<file path="src/logic/remap_defines.svh">
/*
  Offsets, field positions, reset values and sizes of the
  remappable pin select registers.
  Assumes it is included by bare name, before the package.
*/
`ifndef REMAP_DEFINES_SVH
`define REMAP_DEFINES_SVH

// register index width on the plain register port
`define REG_ADDR_W 2
// data width of every register
`define REG_DATA_W 16

// register indices
`define IDX_SPI_SELECT_ROUTE 2'h0
`define IDX_PIN0_PIN1_ROUTE 2'h1
`define IDX_PIN2_PIN3_ROUTE 2'h2
`define IDX_ROUTE_STATUS 2'h3

// one route field is five bits wide
`define FIELD_W 5
// low field of a register
`define LO_FIELD_LSB 0
`define LO_FIELD_MSB 4
// high field of an output route register
`define HI_FIELD_LSB 8
`define HI_FIELD_MSB 12

// input select code that ties the input to ground
`define SS_TIED_LOW 5'h1F
// reset value of the input select field
`define SS_RESET 5'h1F
// reset value of each output function field
`define OUT_RESET 5'h00
// function number that leaves a pin to its port latch
`define FUNC_NONE 5'h00

// number of remappable pins seen by the input select
`define NUM_REMAP_PINS 31
// number of peripheral output function numbers
`define NUM_FUNCS 32
// implemented function numbers, bit n for number n
`define FUNC_IMPL_MASK 32'hFFFFFFFE
// pins with an output route field
`define NUM_OUT_PINS 4

// status register layout
`define STAT_OWN_LSB 0
`define STAT_SS_BIT 8

`endif

</file>
<file path="src/logic/remap_pkg.sv">
/*
  Types shared by the remappable pin select logic.
  Assumes remap_defines.svh is on the include path.
*/
`include "remap_defines.svh"

package remap_pkg;

  // one register port request, taken in a single cycle
  typedef struct packed {
    logic wr;
    logic rd;
    logic [`REG_ADDR_W-1:0] addr;
    logic [`REG_DATA_W-1:0] wdata;
  } regReq_type;

  // a five-bit route field
  typedef logic [`FIELD_W-1:0] routeField_type;

  // what the remap logic does to one output pin
  typedef struct packed {
    logic owned;
    logic level;
  } pinDrive_type;

endpackage : remap_pkg

</file>
<file path="src/logic/pin_output_mux.sv">
/*
  Selection of one peripheral output for one remappable pin.
  Assumes the function number comes from a register on the
  same clock; purely combinational.
*/
`timescale 1ns/1ps
`default_nettype none
`include "remap_defines.svh"

module pin_output_mux
  import remap_pkg::*;
#(
  parameter int NUM_FUNCS = `NUM_FUNCS,
  parameter logic [`NUM_FUNCS-1:0] IMPL_MASK = `FUNC_IMPL_MASK
) (
  input wire routeField_type funcSel,
  input wire logic [NUM_FUNCS-1:0] periphOut,
  output pinDrive_type drive
);

  // number zero and unassigned numbers leave the pin alone
  wire logic isNone = (funcSel == `FUNC_NONE);
  wire logic inRange = (32'(funcSel) < NUM_FUNCS);
  wire logic isImpl = inRange && IMPL_MASK[funcSel];
  wire logic takes = !isNone && isImpl;

  // level is forced low when unowned to keep the mux quiet
  assign drive.owned = takes;
  assign drive.level = takes && periphOut[funcSel];

endmodule : pin_output_mux

`default_nettype wire

</file>
<file path="src/logic/remappable_pin_select_regs.sv">
/*
  Remappable pin select registers: one input route for the
  SPI slave select input and the output routes of pins 0-3.
  Assumes a single 20 MHz clock mclk, an asynchronous active
  low reset, pins arriving asynchronously and peripheral
  outputs arriving from logic on mclk.
*/
`timescale 1ns/1ps
`default_nettype none
`include "remap_defines.svh"

module remappable_pin_select_regs
  import remap_pkg::*;
#(
  parameter int NUM_PINS = `NUM_REMAP_PINS,
  parameter int NUM_FUNCS = `NUM_FUNCS,
  parameter logic [`NUM_FUNCS-1:0] IMPL_MASK = `FUNC_IMPL_MASK
) (
  // system clock, 20 MHz
  input wire logic mclk,
  // asynchronous reset, active low
  input wire logic resetn,
  // register port request
  input wire regReq_type regReq,
  // read data, valid the cycle after a read
  output logic [`REG_DATA_W-1:0] regRdData,
  // remappable pin levels, asynchronous
  input wire logic [NUM_PINS-1:0] pinIn,
  // peripheral output functions, by number
  input wire logic [NUM_FUNCS-1:0] periphOut,
  // routed SPI slave select input
  output logic spiSlaveSelectInput,
  // high where a peripheral owns the pin
  output logic [`NUM_OUT_PINS-1:0] pinOwned,
  // peripheral level for an owned pin
  output logic [`NUM_OUT_PINS-1:0] pinLevel
);

  // place two fields into one register image
  function automatic logic [`REG_DATA_W-1:0] packFields(
    input routeField_type hi,
    input routeField_type lo
  );
    logic [`REG_DATA_W-1:0] word;
    word = '0;
    word[`HI_FIELD_MSB:`HI_FIELD_LSB] = hi;
    word[`LO_FIELD_MSB:`LO_FIELD_LSB] = lo;
    return word;
  endfunction : packFields

  // true when the request hits a given register
  function automatic logic hits(
    input logic strobe,
    input logic [`REG_ADDR_W-1:0] addr,
    input logic [`REG_ADDR_W-1:0] idx
  );
    return strobe && (addr == idx);
  endfunction : hits

  // register state
  // input select source field
  routeField_type slaveSelectSourceField_q;
  routeField_type slaveSelectSourceField_d;
  // output function fields, one per pin
  routeField_type pin0FunctionField_q;
  routeField_type pin0FunctionField_d;
  routeField_type pin1FunctionField_q;
  routeField_type pin1FunctionField_d;
  routeField_type pin2FunctionField_q;
  routeField_type pin2FunctionField_d;
  routeField_type pin3FunctionField_q;
  routeField_type pin3FunctionField_d;

  // read data register
  logic [`REG_DATA_W-1:0] rdData_q;
  logic [`REG_DATA_W-1:0] rdData_d;

  // pin synchroniser, two stages
  logic [NUM_PINS-1:0] pinMeta_q;
  logic [NUM_PINS-1:0] pinSync_q;

  // routed outputs, registered
  logic ssIn_q;
  logic ssIn_d;
  logic [`NUM_OUT_PINS-1:0] pinOwned_q;
  logic [`NUM_OUT_PINS-1:0] pinOwned_d;
  logic [`NUM_OUT_PINS-1:0] pinLevel_q;
  logic [`NUM_OUT_PINS-1:0] pinLevel_d;

  // write decode
  wire logic wrSpiRoute = hits(regReq.wr, regReq.addr, `IDX_SPI_SELECT_ROUTE);
  wire logic wrPin01Route = hits(regReq.wr, regReq.addr, `IDX_PIN0_PIN1_ROUTE);
  wire logic wrPin23Route = hits(regReq.wr, regReq.addr, `IDX_PIN2_PIN3_ROUTE);
  // status index is read only; writes there are dropped

  // write data fields
  wire routeField_type wrLoField = regReq.wdata[`LO_FIELD_MSB:`LO_FIELD_LSB];
  wire routeField_type wrHiField = regReq.wdata[`HI_FIELD_MSB:`HI_FIELD_LSB];

  // next register values
  // only field bits are stored, so unimplemented bits stay 0
  assign slaveSelectSourceField_d = wrSpiRoute ? wrLoField
                                  : slaveSelectSourceField_q;
  assign pin0FunctionField_d = wrPin01Route ? wrLoField
                             : pin0FunctionField_q;
  assign pin1FunctionField_d = wrPin01Route ? wrHiField
                             : pin1FunctionField_q;
  assign pin2FunctionField_d = wrPin23Route ? wrLoField
                             : pin2FunctionField_q;
  assign pin3FunctionField_d = wrPin23Route ? wrHiField
                             : pin3FunctionField_q;

  // register images as software reads them
  // bits 15-5 carry nothing
  wire logic [`REG_DATA_W-1:0] spiRouteImage =
    packFields('0, slaveSelectSourceField_q);
  // bits 15-13 and 7-5 carry nothing
  wire logic [`REG_DATA_W-1:0] pin01Image =
    packFields(pin1FunctionField_q, pin0FunctionField_q);
  wire logic [`REG_DATA_W-1:0] pin23Image =
    packFields(pin3FunctionField_q, pin2FunctionField_q);

  // live state: owned pins and routed select level
  logic [`REG_DATA_W-1:0] statusImage;
  always_comb begin
    // everything else reads zero
    statusImage = '0;
    statusImage[`STAT_OWN_LSB +: `NUM_OUT_PINS] = pinOwned_q;
    statusImage[`STAT_SS_BIT] = ssIn_q;
  end

  // read selection
  logic [`REG_DATA_W-1:0] readMux;
  always_comb begin
    case (regReq.addr)
      `IDX_SPI_SELECT_ROUTE: begin
        readMux = spiRouteImage;
      end
      `IDX_PIN0_PIN1_ROUTE: begin
        readMux = pin01Image;
      end
      `IDX_PIN2_PIN3_ROUTE: begin
        readMux = pin23Image;
      end
      `IDX_ROUTE_STATUS: begin
        readMux = statusImage;
      end
      default: begin
        // all indices are mapped; kept for safety
        readMux = '0;
      end
    endcase
  end

  // data stands only in the cycle after the read
  assign rdData_d = regReq.rd ? readMux : '0;

  // input routing
  // a field beyond the pin count would index nothing
  wire logic ssTiedLow = (slaveSelectSourceField_q == `SS_TIED_LOW);
  wire logic ssInRange = (32'(slaveSelectSourceField_q) < NUM_PINS);
  wire logic ssPinLevel = ssInRange && pinSync_q[slaveSelectSourceField_q];

  // ground wins over any pin
  assign ssIn_d = ssTiedLow ? 1'b0
                : ssPinLevel;

  // output routing
  // fields gathered by pin number for the mux loop
  wire routeField_type outField [`NUM_OUT_PINS];
  assign outField[0] = pin0FunctionField_q;
  assign outField[1] = pin1FunctionField_q;
  assign outField[2] = pin2FunctionField_q;
  assign outField[3] = pin3FunctionField_q;

  // one selector per routed pin
  pinDrive_type drive [`NUM_OUT_PINS];
  for (genvar p = 0; p < `NUM_OUT_PINS; p++) begin : g_pin
    pin_output_mux #(
      .NUM_FUNCS(NUM_FUNCS),
      .IMPL_MASK(IMPL_MASK)
    ) u_mux (
      .funcSel(outField[p]),
      .periphOut(periphOut),
      .drive(drive[p])
    );
    // owned pins take the peripheral, others the port latch
    assign pinOwned_d[p] = drive[p].owned;
    assign pinLevel_d[p] = drive[p].level;
  end

  // register fields, reset to their power-on values
  always_ff @(posedge mclk or negedge resetn) begin
    if (!resetn) begin
      slaveSelectSourceField_q <= `SS_RESET;
      pin0FunctionField_q <= `OUT_RESET;
      pin1FunctionField_q <= `OUT_RESET;
      pin2FunctionField_q <= `OUT_RESET;
      pin3FunctionField_q <= `OUT_RESET;
    end else begin
      slaveSelectSourceField_q <= slaveSelectSourceField_d;
      pin0FunctionField_q <= pin0FunctionField_d;
      pin1FunctionField_q <= pin1FunctionField_d;
      pin2FunctionField_q <= pin2FunctionField_d;
      pin3FunctionField_q <= pin3FunctionField_d;
    end
  end

  // read data register
  always_ff @(posedge mclk or negedge resetn) begin
    if (!resetn) begin
      rdData_q <= '0;
    end else begin
      rdData_q <= rdData_d;
    end
  end

  // pin synchroniser; first stage feeds only the second
  always_ff @(posedge mclk or negedge resetn) begin
    if (!resetn) begin
      pinMeta_q <= '0;
      pinSync_q <= '0;
    end else begin
      pinMeta_q <= pinIn;
      pinSync_q <= pinMeta_q;
    end
  end

  // routed outputs; one flop of latency buys glitch-free pins
  always_ff @(posedge mclk or negedge resetn) begin
    if (!resetn) begin
      ssIn_q <= 1'b0;
      pinOwned_q <= '0;
      pinLevel_q <= '0;
    end else begin
      ssIn_q <= ssIn_d;
      pinOwned_q <= pinOwned_d;
      pinLevel_q <= pinLevel_d;
    end
  end

  // outputs straight from flops
  assign regRdData = rdData_q;
  assign spiSlaveSelectInput = ssIn_q;
  assign pinOwned = pinOwned_q;
  assign pinLevel = pinLevel_q;

endmodule : remappable_pin_select_regs

`default_nettype wire
</file>
<file path="config.mk">
export PLATFORM = sky130hd
export DESIGN_NAME = remappable_pin_select_regs
export DESIGN_NICKNAME = d
export VERILOG_FILES = /design/src/logic/remap_pkg.sv /design/src/logic/pin_output_mux.sv /design/src/logic/remappable_pin_select_regs.sv
export VERILOG_INCLUDE_DIRS = /design/src /design/src/logic
export SDC_FILE = /design/constraint.sdc
export NUM_CORES = 1
export LEC_CHECK = 0
export BUFFER_PORTS_ARGS = -buffer_cell sky130_fd_sc_hd__buf_2
export CAP_MARGIN = 0
export CORE_AREA = 2 2 114 116
export DETAILED_ROUTE_END_ITERATION = 10
export DIE_AREA = 0 0 116 118
export PLACE_DENSITY = 0.72
export SYNTH_ARGS = -nofsm -noshare
export SYNTH_HDL_FRONTEND = slang
export SYNTH_HIERARCHICAL = 1
export SYNTH_SLANG_ARGS = --single-unit
</file>
<file path="constraint.sdc">
create_clock -name mclk -period 1.9 [get_ports mclk]
set_clock_uncertainty 0.05 [all_clocks]
set_input_delay 0.285 -clock mclk [delete_from_list [all_inputs] [get_ports mclk]]
set_output_delay 0.285 -clock mclk [all_outputs]
set_load 0.005 [all_outputs]
</file>
==> results.toml <==
[status]
outcome = "complete, no violations"

[placed_design]
dp_hpwl_mm = 8.031
io_buffers = 97
placed_cell_area_um2 = 5497
place_congestion = 0.8913

[worst_setup_path]
critPathCaptureType = "flip-flop"
crit_fanout = 10
cp-start-kind = "flip-flop"
r2r-end = "spiSlaveSelectInput"
worstSetupPathType = "flip-flop to flip-flop"
r2r-start = "slaveSelectSourceField_q[0]"
cp_cell_sequence = "mux2i_1 > a311oi_1 > and3_1 > a31oi_1 > nand3_1"
required_ps = 2060
r2r_slack_ps = 120
max_stage_delay_ps = 720
cpMaxStageDelayCell = "dfstp_4"
cp-startpoint = "slaveSelectSourceField_q[0]"
reg2regPathDepth = 5
arrival_ps = 1940

[synthesis]
yosys_warnings = 6
synth_cell_types = 39
synth_area_leaders = "dfrtp_1 52%, mux4_2 13%, mux2_2 7.9%, mux2i_1 5.4%, dfstp_2 2.7%"
synth_area_um2 = 4856
ys_seq_elements = 106
synth_top_area_share_pct = 52.05
synthArstFlopShare_pct = 100.0
ys_seq_area_share_pct = 54.75
ys.flop_type = "dfrtp_1"
syn_area_per_cell_um2 = 15.37
synth_cells = 316
synth-edff-count = 0
yosysTopAreaCell = "dfrtp_1"

[floorplanning]
die_height_um = 118
die_w_um = 116
core.rowCount = 41
core_um2 = 12410
start_util_pct = 39.12
die_area_um2 = 13690
io_pins = 110

[global_route]
antenna_found_initial = 0
grt_pass1_wl_mm = 17.41
overflow = 0
track_usage_pct = 16.72
grt_pass1_vias = 3327
grt_max_degree = 44

[finish]
layout_commonest_cell = "dfrtp_1"
layout-drive-gt1-share_pct = 45.18
fin_nets = 536
utilization_pct = 49.55
fin_area_um2 = 6151
area_delta_synth_final_pct = 26.67
final_cell_mix = "98 x dfrtp_1, 96 x buf_2, 34 x mux2_2, 32 x dlygate4sd3_1, 29 x mux4_2"
antenna_cells = 0

[sta]
hold_viol_final = 0
setup_viol = 0
fmax_mhz = 562.5
fin_hold_ws_ps = 146.4
fin_tns_setup_ps = 0
relSlewSlack_pct = 63.46
rsz0062_at_grt = "no"
slew_violations = 0
worst_pin_slew_ps = 548.2
timing.final.crit_period_ps = 1778
finalCritPeriodShare_pct = 93.58

[job]
maxCapViolCount = 0

[cts]
cts_max_level = 3
cts_sinks = 106
cts_buffer_depth = 2
insertion_delay_ps = 340
clkTransAtPathRegs_ps = 80
root_buffer = "clkbuf_16"
cts_buffers = 9
cts_tree = "yes"

[route]
postRouteAntennaNets = 0
wl_per_cell_um = 17.34
vias = 3167
via_per_inst = 5.043
drt_iter0_drc = 219
wirelength_mm = 10.89
first_pass_iters = 4
drc = 0

[min_path]
hold_path_end = "pin3FunctionField_q[0]"
worstHoldStart = "regReq[8]"
holdPathStages = 2
hp-class = "primary input to flip-flop"

[power_and_ir_drop]
p_per_area_nw_per_um2 = 983.8
ir_drop_v = 0.0004619
p_leak_nw = 2.714
power.total_mw = 6.052
[through the flow]
stage,setup WS (ps),instances
floorplan,341.3,321
global placement,65.61,578
detailed placement,23.63,578
CTS,16.55,626
global route,24.78,628
finish,122.1,628
[sequential cells by signal, indices dropped and copies added, names as in the netlist, 5 cells and up]
register and flops:
pin0FunctionField_q 5, pin3FunctionField_q 5, pin2FunctionField_q 5, pin1FunctionField_q 5
regRdData 10, slaveSelectSourceField_q 5, pinSync_q 31, pinMeta_q 31
[metal layers]
layer / up-vias / global-route usage, % / wire length (um)
li1: 1445 / - / -
met1: 1615 / 21.87 / 4640
met2: 88 / 27.56 / 5531
met3: 19 / 3.759 / 510
met4: 0 / 5.432 / 207
met5: - / 0 / 0
[final cells by class]
type,instances,area (um2)
fillers,1099,6264
flip-flops and latches,106,2666
multi-input cells,182,1967
repair buffers,148,975.9
clock buffers,9,225.2
well taps,172,215.2
clock inverters,7,86.33
inverters,4,15.01
[repair_timing]
item | in CTS | in global routing
hold buffers | 32 | 0
setup buffers | 0 | 2
endpoints found under the hold margin | 66 | 0
gates resized for setup | 0 | 4
endpoints found under the setup margin | 0 | 4
[critical path: cells and delay by family (launching register included)]
kind | cells | cell delay [ps]
flip-flops | 1 | 720
multiplexers | 1 | 270
AO/OA/AOI/OAI | 2 | 290
AND/OR/NAND/NOR | 2 | 320
[Yosys cell counts, drive strengths merged, types with 2 or more instances]
cell,instances
dfrtp,101
mux2,34
mux4,33
buf,27
mux2i,26
nand2,8
nor2b,8
a22oi,6
nand3b,6
and2,5
dfstp,5
nand2b,5
nor2,5
o21ai,5
and4,4
inv,4
o221ai,4
o22ai,4
or2,4
or4,4
a21oi,3
and3,2
clkbuf,2
nand3,2
[cell families after synthesis]
logic type             Yosys count  share of synthesized area (%)
flip-flops                     106                          54.75
multiplexers                    93                          28.86
AND/OR/NAND/NOR                 56                          7.369
buffers and inverters           33                          5.127
AO/OA/AOI/OAI                   27                          3.813
other                            1                        0.07723
[worst max-delay path by stage]
stage | to | depth (start not counted) | slack [ps]
after CTS | pinLevel[0] | 4 | 20
after detailed placement | pinLevel[0] | 4 | 20
final | spiSlaveSelectInput | 5 | 120
after global placement | pinLevel[0] | 4 | 70
after global routing | spiSlaveSelectInput | 5 | 20
after floorplan | spiSlaveSelectInput | 4 | 340
[where the power goes]
group	switching, mW	total (mW)	leakage [nW]	internal [mW]
clock	0.903	1.85	0.151	0.950
sequential	0.317	2.84	1.23	2.52
combinational	0.527	1.36	1.33	0.834
Power figures use the tool's default switching activity.
